### config.mk
export PLATFORM = sky130hd
export DESIGN_NAME = timer16_core_flat
export DESIGN_NICKNAME = d
export VERILOG_FILES = /design/src/timer16_pkg.sv /design/src/timer16_bus_if.sv /design/src/timer16_core.sv /design/src/flat_wrapper.sv
export SDC_FILE = /design/constraint.sdc
export NUM_CORES = 1
export LEC_CHECK = 0
export BUFFER_PORTS_ARGS = -buffer_cell sky130_fd_sc_hd__clkbuf_2
export CAP_MARGIN = 30
export CORE_MARGIN = 4
export CORE_UTILIZATION = 50
export DETAILED_ROUTE_END_ITERATION = 16
export PLACE_DENSITY = 0.66
export SYNTH_ARGS = -nofsm -noshare
export SYNTH_HDL_FRONTEND = slang
export SYNTH_SLANG_ARGS = --single-unit
### constraint.sdc
create_clock -name core_clk -period 7.2 [get_ports core_clk]
set_clock_uncertainty 0.15 [all_clocks]
set_input_delay 0.36 -clock core_clk [delete_from_list [all_inputs] [get_ports core_clk]]
set_output_delay 0.36 -clock core_clk [all_outputs]
set_load 0.05 [all_outputs]
### src/timer16_pkg.sv
// package: register map, field layout and constants of the 16-bit timer core
`default_nettype none
package timer16_pkg;
   // ****************************************************************
   // byte addresses on the 8-bit cpu bus of the timer
   // ****************************************************************
   localparam logic [3:0] ADDR_CTRL_A     = 4'h0;
   localparam logic [3:0] ADDR_CTRL_B     = 4'h1;
   localparam logic [3:0] ADDR_CTRL_C     = 4'h2;
   localparam logic [3:0] ADDR_COUNT_L    = 4'h4;
   localparam logic [3:0] ADDR_COUNT_H    = 4'h5;
   localparam logic [3:0] ADDR_CAPTURE_L  = 4'h6;
   localparam logic [3:0] ADDR_CAPTURE_H  = 4'h7;
   localparam logic [3:0] ADDR_CMP_A_L    = 4'h8;
   localparam logic [3:0] ADDR_CMP_A_H    = 4'h9;
   localparam logic [3:0] ADDR_CMP_B_L    = 4'ha;
   localparam logic [3:0] ADDR_CMP_B_H    = 4'hb;
   localparam logic [3:0] ADDR_CMP_C_L    = 4'hc;
   localparam logic [3:0] ADDR_CMP_C_H    = 4'hd;
   localparam logic [3:0] ADDR_FLAG       = 4'he;
   localparam logic [3:0] ADDR_MASK       = 4'hf;
   // ****************************************************************
   // fields
   // ****************************************************************
   localparam int CS_LSB     = 0;   // control b clock select [2:0]
   localparam int CS_W       = 3;
   localparam int NC_BIT     = 7;   // control b noise canceler enable
   localparam int CES_BIT    = 6;   // control b capture edge (1 = rising)
   localparam int TOPSEL_LSB = 0;   // control a top select [2:0]
   localparam int FLAG_OVF   = 0;
   localparam int FLAG_CMP_A = 1;   // a,b,c follow at 1,2,3
   localparam int FLAG_CAP   = 5;
   localparam int NC_SAMPLES = 4;
   localparam logic [2:0] CS_STOP     = 3'h0;
   localparam logic [2:0] CS_EXT_FALL = 3'h6;
   localparam logic [2:0] CS_EXT_RISE = 3'h7;
   localparam logic [2:0] TOP_MAX     = 3'h0;
   localparam logic [2:0] TOP_8BIT    = 3'h1;
   localparam logic [2:0] TOP_9BIT    = 3'h2;
   localparam logic [2:0] TOP_10BIT   = 3'h3;
   localparam logic [2:0] TOP_CMP_A   = 3'h4;
   localparam logic [2:0] TOP_CAPTURE = 3'h5;
   localparam logic [15:0] VAL_BOTTOM = 16'h0000;
   localparam logic [15:0] VAL_MAX    = 16'hffff;
   localparam logic [15:0] VAL_TOP8   = 16'h00ff;
   localparam logic [15:0] VAL_TOP9   = 16'h01ff;
   localparam logic [15:0] VAL_TOP10  = 16'h03ff;
   localparam logic [7:0]  RESET_BYTE = 8'h00;
   // prescaler taps in core_clk cycles for selects 1..5
   localparam int PRESC_1 = 1;
   localparam int PRESC_2 = 8;
   localparam int PRESC_3 = 64;
   localparam int PRESC_4 = 256;
   localparam int PRESC_5 = 1024;
endpackage : timer16_pkg
`default_nettype wire

### src/timer16_bus_if.sv
// interface: 8-bit cpu i/o bus between the cpu end and the timer
`default_nettype none
interface timer16_bus_if;
   logic [3:0] addr;
   logic [7:0] wdata;
   logic [7:0] rdata;
   logic       wr;
   logic       rd;
   logic       power_cut;
   modport cpu   (output addr, output wdata, output wr, output rd, output power_cut,
                  input rdata);
   modport timer (input addr, input wdata, input wr, input rd, input power_cut,
                  output rdata);
endinterface : timer16_bus_if
`default_nettype wire

### src/timer16_core.sv
// timer end: 16-bit timer core with shared high-byte holding register
// Notes on behaviour
// - software clears power cut before timer runs
// - count, compares, capture 16-bit; controls 8-bit
// - every request flagged, each gated by mask
// - tick from prescaler or external pin edge
// - compare values compared with counter on each tick
// - compare match sets its match flag
// - capture edge copies counter, optional filter
// - compare a as top: no pwm, buffered
// - bottom is counter equal zero
// - max is counter all ones
// - top fixed, compare a or capture
// - one shared 8-bit holding register
// - low write loads holding and low together
// - low read copies high into holding
// - compare reads bypass holding register
// - write high first; read low first
// - main code blocks interrupts around access
// - holding register reusable for several writes
// - three-bit clock select in control b
// - select zero stops counter, cpu access stays
// - cpu write beats counter update
`default_nettype none
module timer16_core
   import timer16_pkg::*;
(
   input  wire logic   core_clk,
   input  wire logic   rst_n,
   timer16_bus_if.timer bus,
   input  wire logic   external_count_pin,
   input  wire logic   capture_input_pin,
   input  wire logic   comparator_out,
   input  wire logic   capture_from_comparator,
   output logic [2:0]  compare_output_pins,
   output logic        irq
);
   // ****************************************************************
   // registers
   // ****************************************************************
   logic [7:0]  timer_control_a, timer_control_b, timer_control_c;
   logic [15:0] timer_count, capture_value;
   logic [15:0] compare_value [3];
   logic [15:0] compare_buf   [3];
   logic [7:0]  holding;
   logic [7:0]  timer_flag_reg, timer_mask_reg;
   logic        enabled;
   assign enabled = !bus.power_cut;

   // ****************************************************************
   // pin synchronisers and tick
   // ****************************************************************
   logic [1:0] ext_sync, icp_sync, aco_sync;
   logic       ext_prev;
   always_ff @(posedge core_clk or negedge rst_n) begin
      if (!rst_n) begin
         ext_sync <= 2'h0;
         icp_sync <= 2'h0;
         aco_sync <= 2'h0;
         ext_prev <= 1'b0;
      end else begin
         ext_sync <= {ext_sync[0], external_count_pin};
         icp_sync <= {icp_sync[0], capture_input_pin};
         aco_sync <= {aco_sync[0], comparator_out};
         ext_prev <= ext_sync[1];
      end
   end

   logic [9:0] presc;
   always_ff @(posedge core_clk or negedge rst_n) begin
      if (!rst_n)
         presc <= 10'h000;
      else if (enabled)
         presc <= presc + 10'h001;
   end

   logic [2:0] cs;
   logic       tick;
   assign cs = timer_control_b[CS_LSB +: CS_W];
   always_comb begin
      case (cs)
         CS_STOP:     tick = 1'b0;
         3'h1:        tick = 1'b1;
         3'h2:        tick = (presc[2:0] == 3'(PRESC_2 - 1));
         3'h3:        tick = (presc[5:0] == 6'(PRESC_3 - 1));
         3'h4:        tick = (presc[7:0] == 8'(PRESC_4 - 1));
         3'h5:        tick = (presc == 10'(PRESC_5 - 1));
         CS_EXT_FALL: tick = ext_prev && !ext_sync[1];
         CS_EXT_RISE: tick = !ext_prev && ext_sync[1];
         default:     tick = 1'b0;
      endcase
   end

   // ****************************************************************
   // top, bottom, max and compare
   // ****************************************************************
   logic [15:0] top_value;
   logic        at_bottom, at_max, at_top;
   always_comb begin
      case (timer_control_a[TOPSEL_LSB +: 3])
         TOP_8BIT:    top_value = VAL_TOP8;
         TOP_9BIT:    top_value = VAL_TOP9;
         TOP_10BIT:   top_value = VAL_TOP10;
         TOP_CMP_A:   top_value = compare_value[0];
         TOP_CAPTURE: top_value = capture_value;
         default:     top_value = VAL_MAX;
      endcase
   end
   assign at_bottom = (timer_count == VAL_BOTTOM);
   assign at_max    = (timer_count == VAL_MAX);
   assign at_top    = (timer_count == top_value);

   logic [2:0] match;
   genvar g;
   generate
      for (g = 0; g < 3; g++) begin : g_cmp
         assign match[g] = tick && (timer_count == compare_value[g]);
      end
   endgenerate

   // ****************************************************************
   // bus decode
   // ****************************************************************
   logic wr, rd;
   assign wr = bus.wr && enabled;
   assign rd = bus.rd && enabled;
   logic       top_is_capture, buffered;
   assign top_is_capture = (timer_control_a[TOPSEL_LSB +: 3] == TOP_CAPTURE);
   // compare values are double buffered only while compare a sets the top
   assign buffered = (timer_control_a[TOPSEL_LSB +: 3] == TOP_CMP_A);

   always_ff @(posedge core_clk or negedge rst_n) begin
      if (!rst_n) begin
         timer_control_a <= RESET_BYTE;
         timer_control_b <= RESET_BYTE;
         timer_control_c <= RESET_BYTE;
         timer_mask_reg  <= RESET_BYTE;
      end else if (wr) begin
         case (bus.addr)
            ADDR_CTRL_A: timer_control_a <= bus.wdata;
            ADDR_CTRL_B: timer_control_b <= bus.wdata;
            ADDR_CTRL_C: timer_control_c <= bus.wdata;
            ADDR_MASK:   timer_mask_reg  <= bus.wdata;
            default: ;
         endcase
      end
   end

   // holding register: high writes load it, count and capture low reads refill it
   always_ff @(posedge core_clk or negedge rst_n) begin
      if (!rst_n)
         holding <= RESET_BYTE;
      else if (wr && (bus.addr == ADDR_COUNT_H || bus.addr == ADDR_CAPTURE_H ||
                      bus.addr == ADDR_CMP_A_H || bus.addr == ADDR_CMP_B_H ||
                      bus.addr == ADDR_CMP_C_H))
         holding <= bus.wdata;
      else if (rd && bus.addr == ADDR_COUNT_L)
         holding <= timer_count[15:8];
      else if (rd && bus.addr == ADDR_CAPTURE_L)
         holding <= capture_value[15:8];
   end

   // ****************************************************************
   // counter
   // ****************************************************************
   always_ff @(posedge core_clk or negedge rst_n) begin
      if (!rst_n)
         timer_count <= 16'h0000;
      else if (wr && bus.addr == ADDR_COUNT_L)
         timer_count <= {holding, bus.wdata};
      else if (tick && enabled)
         timer_count <= (at_top || at_max) ? VAL_BOTTOM : timer_count + 16'h0001;
   end

   // ****************************************************************
   // compare values with top-time update when buffered
   // ****************************************************************
   generate
      for (g = 0; g < 3; g++) begin : g_cval
         logic wr_low;
         assign wr_low = wr && (bus.addr == 4'(ADDR_CMP_A_L + 2 * g));
         always_ff @(posedge core_clk or negedge rst_n) begin
            if (!rst_n) begin
               compare_buf[g]   <= 16'h0000;
               compare_value[g] <= 16'h0000;
            end else begin
               if (wr_low)
                  compare_buf[g] <= {holding, bus.wdata};
               if (wr_low && !buffered)
                  compare_value[g] <= {holding, bus.wdata};
               else if (buffered && tick && at_top)
                  compare_value[g] <= compare_buf[g];
            end
         end
      end
   endgenerate

   // ****************************************************************
   // capture with optional four-sample filter
   // ****************************************************************
   logic                  cap_raw, cap_filt, cap_prev, cap_event;
   logic [NC_SAMPLES-1:0] nc_hist;
   assign cap_raw = capture_from_comparator ? aco_sync[1] : icp_sync[1];
   always_ff @(posedge core_clk or negedge rst_n) begin
      if (!rst_n) begin
         nc_hist  <= '0;
         cap_filt <= 1'b0;
         cap_prev <= 1'b0;
      end else begin
         nc_hist <= {nc_hist[NC_SAMPLES-2:0], cap_raw};
         // filter adds four cycles but rejects short spikes
         if (!timer_control_b[NC_BIT])
            cap_filt <= cap_raw;
         else if (&nc_hist)
            cap_filt <= 1'b1;
         else if (~|nc_hist)
            cap_filt <= 1'b0;
         cap_prev <= cap_filt;
      end
   end
   // no capture while the capture value defines top
   assign cap_event = !top_is_capture && enabled &&
                      (timer_control_b[CES_BIT] ? (cap_filt && !cap_prev)
                                                : (!cap_filt && cap_prev));

   always_ff @(posedge core_clk or negedge rst_n) begin
      if (!rst_n)
         capture_value <= 16'h0000;
      else if (cap_event)
         capture_value <= timer_count;
      else if (wr && top_is_capture && bus.addr == ADDR_CAPTURE_L)
         capture_value <= {holding, bus.wdata};
   end

   // ****************************************************************
   // flags: set wins over write-one-to-clear
   // ****************************************************************
   logic [7:0] set_bits, clr_bits;
   always_comb begin
      set_bits = 8'h00;
      set_bits[FLAG_OVF]            = tick && enabled && (at_top || at_max);
      set_bits[FLAG_CMP_A +: 3]     = enabled ? match : 3'h0;
      set_bits[FLAG_CAP]            = cap_event;
      clr_bits = (wr && bus.addr == ADDR_FLAG) ? bus.wdata : 8'h00;
   end
   always_ff @(posedge core_clk or negedge rst_n) begin
      if (!rst_n)
         timer_flag_reg <= RESET_BYTE;
      else
         timer_flag_reg <= (timer_flag_reg & ~clr_bits) | set_bits;
   end

   always_ff @(posedge core_clk or negedge rst_n) begin
      if (!rst_n)
         irq <= 1'b0;
      else
         irq <= |(timer_flag_reg & timer_mask_reg);
   end

   // compare a drives no pwm output when it sets the top
   always_ff @(posedge core_clk or negedge rst_n) begin
      if (!rst_n)
         compare_output_pins <= 3'h0;
      else if (match[0] && !buffered)
         compare_output_pins[0] <= !compare_output_pins[0];
      else if (match[1])
         compare_output_pins[1] <= !compare_output_pins[1];
      else if (match[2])
         compare_output_pins[2] <= !compare_output_pins[2];
   end

   // ****************************************************************
   // read data, registered
   // ****************************************************************
   always_ff @(posedge core_clk or negedge rst_n) begin
      if (!rst_n)
         bus.rdata <= 8'h00;
      else if (rd) begin
         case (bus.addr)
            ADDR_CTRL_A:    bus.rdata <= timer_control_a;
            ADDR_CTRL_B:    bus.rdata <= timer_control_b;
            ADDR_CTRL_C:    bus.rdata <= timer_control_c;
            ADDR_COUNT_L:   bus.rdata <= timer_count[7:0];
            ADDR_COUNT_H:   bus.rdata <= holding;
            ADDR_CAPTURE_L: bus.rdata <= capture_value[7:0];
            ADDR_CAPTURE_H: bus.rdata <= holding;
            ADDR_CMP_A_L:   bus.rdata <= compare_buf[0][7:0];
            ADDR_CMP_A_H:   bus.rdata <= compare_buf[0][15:8];
            ADDR_CMP_B_L:   bus.rdata <= compare_buf[1][7:0];
            ADDR_CMP_B_H:   bus.rdata <= compare_buf[1][15:8];
            ADDR_CMP_C_L:   bus.rdata <= compare_buf[2][7:0];
            ADDR_CMP_C_H:   bus.rdata <= compare_buf[2][15:8];
            ADDR_FLAG:      bus.rdata <= timer_flag_reg;
            ADDR_MASK:      bus.rdata <= timer_mask_reg;
            default:        bus.rdata <= 8'h00;
         endcase
      end
   end
endmodule : timer16_core
`default_nettype wire

### src/flat_wrapper.sv
// flat-port wrapper written by rule: the top's interface ports become plain ports
module timer16_core_flat import timer16_pkg::*;
  (core_clk, rst_n, external_count_pin, capture_input_pin, comparator_out, capture_from_comparator, compare_output_pins, irq, bus_addr, bus_wdata, bus_wr, bus_rd, bus_power_cut, bus_rdata);
  timer16_bus_if bus_i ();
  input  wire logic core_clk;
  input  wire logic rst_n;
  input  wire logic external_count_pin;
  input  wire logic capture_input_pin;
  input  wire logic comparator_out;
  input  wire logic capture_from_comparator;
  output logic [2:0] compare_output_pins;
  output logic irq;
  input wire logic [$bits(bus_i.addr)-1:0] bus_addr;
  input wire logic [$bits(bus_i.wdata)-1:0] bus_wdata;
  input wire logic [$bits(bus_i.wr)-1:0] bus_wr;
  input wire logic [$bits(bus_i.rd)-1:0] bus_rd;
  input wire logic [$bits(bus_i.power_cut)-1:0] bus_power_cut;
  output wire logic [$bits(bus_i.rdata)-1:0] bus_rdata;
  assign bus_i.addr = bus_addr;
  assign bus_i.wdata = bus_wdata;
  assign bus_i.wr = bus_wr;
  assign bus_i.rd = bus_rd;
  assign bus_i.power_cut = bus_power_cut;
  assign bus_rdata = bus_i.rdata;
  timer16_core u_core (.core_clk(core_clk), .rst_n(rst_n), .bus(bus_i), .external_count_pin(external_count_pin), .capture_input_pin(capture_input_pin), .comparator_out(comparator_out), .capture_from_comparator(capture_from_comparator), .compare_output_pins(compare_output_pins), .irq(irq));
endmodule
==> flow_metrics.tcl <==
set metrics [dict create \
    comb_power_share_pct 23.7 \
    yosys_most_used_dff "dfrtp_1" \
    path_class "reg2reg" \
    cts.sinks 211 \
    drt_iter0_drc 973 \
    ctsHoldBuffers 5 \
    tns_ps 0 \
    drc_errors 0 \
    ys_seq_elements 211 \
    critPathCaptureType "register" \
    timing.fmax_mhz 244 \
    wl_per_cell_um 25.0 \
    fillCellCount 1961 \
    ys_warn_count 0 \
    ir_worst_vdd_mv 0.218 \
    grt_pass1_wl_um 54700 \
    hold_viol 0 \
    rows 55 \
    synthTopCellsByArea "dfrtp_1, mux2_2, mux2i_1" \
    nets 1149 \
    worst_slack_ps 3100 \
    hold_class "reg2reg" \
    p_switching_mw 1.43 \
    grtUsageMet3_pct 5.49 \
    path_buf_inv 1 \
    min_period_ps 4100 \
    start_util_pct 50.7 \
    dr.pass1.iters 6 \
    core-area_um2 22600 \
    grt_pass1_vias 9029 \
    insertion_delay_ps 530 \
    status "finished, final reports clean" \
    drive_gt1_share_pct 16.6 \
    worst_pin_slew_ps 1070 \
    powerDensity_nw_per_um2 321 \
    relSlewSlack_pct 28.9 \
    setup_viol 0 \
    cts_buffers 23 \
    p_clk_share_pct 29.8 \
    synth_cell_type_count 73 \
    synth_area_per_cell_um2 10.1 \
    num_antenna_cells 0 \
    period_share_pct 57.0 \
    top_regs "u_core.compare_buf: 48 flops, u_core.compare_value: 48 flops" \
    pre_cts_slack_ps 3290 \
    met1_usage_pct 38.5 \
    clk_pin_slew_worst_paths_ps 60 \
    root_buffer "clkbuf_16" \
    overflow 0 \
    maxSlewViolCount 0 \
    wl_um 35600 \
    crit_fanout 15 \
    cts_resized 0 \
    p_seq_share_pct 46.5 \
    mostFrequentLayoutCells "dfrtp_1, nor2_1, mux2_2" \
    regArea_um2 5280 \
    synth_top_cell_area_share_pct 46.0 \
    antenna_left 0 \
    rsz0062_at_grt "false" \
    syn-num-nets 1163 \
    netlist_area_um2 11500 \
    fp.dieArea_um2 25500 \
    ys_seq_area_share_pct 46.0 \
    multi_input_area_um2 5790 \
    cts.htree.levels 1 \
    cp_cell_sequence "inv_1 -> ha_1 -> nor2_1 -> o31ai_1 -> or4_1 -> nand3_1 -> o311a_2 -> nand3_2 -> a21oi_1 -> o31ai_1" \
    leakage_nw 5.65 \
    synth_edf_count 0 \
    viasPerCell 6.44 \
    cp-start-kind "register" \
    cap_violations 0 \
    ioPinCount 33 \
    layout_commonest_cell "dfrtp_1" \
    yosys.area.top_type "dfrtp_1" \
    grtUsageMet2_pct 42.1 \
    grt.total_usage_pct 27.5 \
    swShare_pct 35.4 \
    cts_tree "done" \
    path_delay_family "compound AO/OA/AOI/OAI gates" \
    slowest_stage "a21oi_1" \
    vias 9181 \
    critPathMaxStageDelay_ps 720 \
    areaGrowthSynthToFinish_pct 9.84 \
    cts_buffer_depth 3 \
    portBuffers 32 \
    syn_inst 1138 \
    grt.busiest_layer "met2" \
    grt_max_degree 142 \
    crit_arrival_ps 4330 \
    path_common_cell "o31ai_1" \
    p_int_mw 2.61 \
    antenna_found_initial 0 \
    async_flop_share_pct 100 \
    gp_congestion 0.972 \
    die_h_um 160 \
    die_x_um 160 \
    dp_hpwl_um 24200 \
    cts_setup_buffers 0 \
    worst_ep_required_time_ps 7420 \
]
Yosys cell counts, types with 7 or more instances:
cell	count
nor4_1	7
o31ai_1	9
a32oi_1	9
mux2i_1	75
nor3_1	15
xor2_1	10
nand3_1	34
a21oi_1	86
nor2_1	95
buf_1	12
and3_1	19
a31oi_1	10
o21ai_0	52
a22oi_1	28
clkbuf_1	65
nand4_1	19
a22o_1	11
o211ai_1	11
dfrtp_1	211
inv_1	10
nand2_1	77
xnor2_1	61
mux2_2	91
nor2b_1	14
worst paths after layout:
kind | start | endpoint | slack, ps | cells after the start
hold reg to reg | u_core.icp_sync[0] | u_core.icp_sync[1] | 190 | 0
setup reg to reg | u_core.timer_control_a[2] | u_core.timer_count[3] | 3100 | 10
max in group asynchronous | rst_n | u_core.timer_mask_reg[2] | 4950 | 3
hold / removal | u_core.icp_sync[0] | u_core.icp_sync[1] | 190 | 0
min in group asynchronous | rst_n | u_core.holding[4] | 440 | 2
setup / recovery | u_core.timer_control_a[2] | u_core.timer_count[3] | 3100 | 10
worst register-to-register path, stage by stage (launching register included):
cell	delay [ps]
dfrtp_1	590
inv_1	150
ha_1	490
nor2_1	330
o31ai_1	250
or4_1	510
nand3_1	100
o311a_2	270
nand3_2	230
a21oi_1	720
o31ai_1	190
stage by stage:
stage          total power, mW  utilization [%]  instances  hold slack [ps]  instance area [um2]
6_report                  4.04             55.7       1425              195                12600
5_1_grt                   4.23             55.7       1425              207                12600
4_1_cts                   4.03             55.6       1423              199                12600
3_5_place_dp              2.83             52.0       1377              188                11800
3_3_place_gp              2.80             51.7       1373              181                11700
2_1_floorplan             2.45                -       1138            -85.6                11500
routing by layer:
metal  share of wire, %  wire length, um
met1                 42            14800
met2                 46            16200
met3                8.8             3130
met4                4.2             1480
met5                  0                0
area by class of cell:
| type | count | share of cell area, % |
|---|---|---|
| Clock buffer | 31 | 5.20 |
| Clock inverter | 10 | 0.893 |
| Inverter | 11 | 0.327 |
| Multi-Input combinational cell | 825 | 45.9 |
| Sequential cell | 211 | 41.9 |
| Tap cell | 285 | 2.83 |
| Timing Repair Buffer | 52 | 3.01 |
power groups by stage:
stage               sequential (mW)  combinational [mW]  clock (mW)
finish                         1.88               0.956        1.21
global route                   1.90                1.06        1.27
CTS                            1.86               0.952        1.22
detailed placement             1.88               0.947           0
global placement               1.87               0.923           0
floorplan                      1.66               0.792           0
kinds of logic (layout without fill, tap and decap cells):
logic type / after synthesis / count (layout) / share of synthesized area [%]
and+or+nand+nor: 322 / 322 / 14.1
AOI/OAI and AO/OA: 260 / 260 / 14.5
DFF: 211 / 211 / 46.0
muxes: 168 / 168 / 15.8
buffers and inverters: 102 / 104 / 3.89
xor gates and xnor gates: 71 / 71 / 5.41
adders and majority gates: 4 / 4 / 0.436
Power figures use the tool's default switching activity.
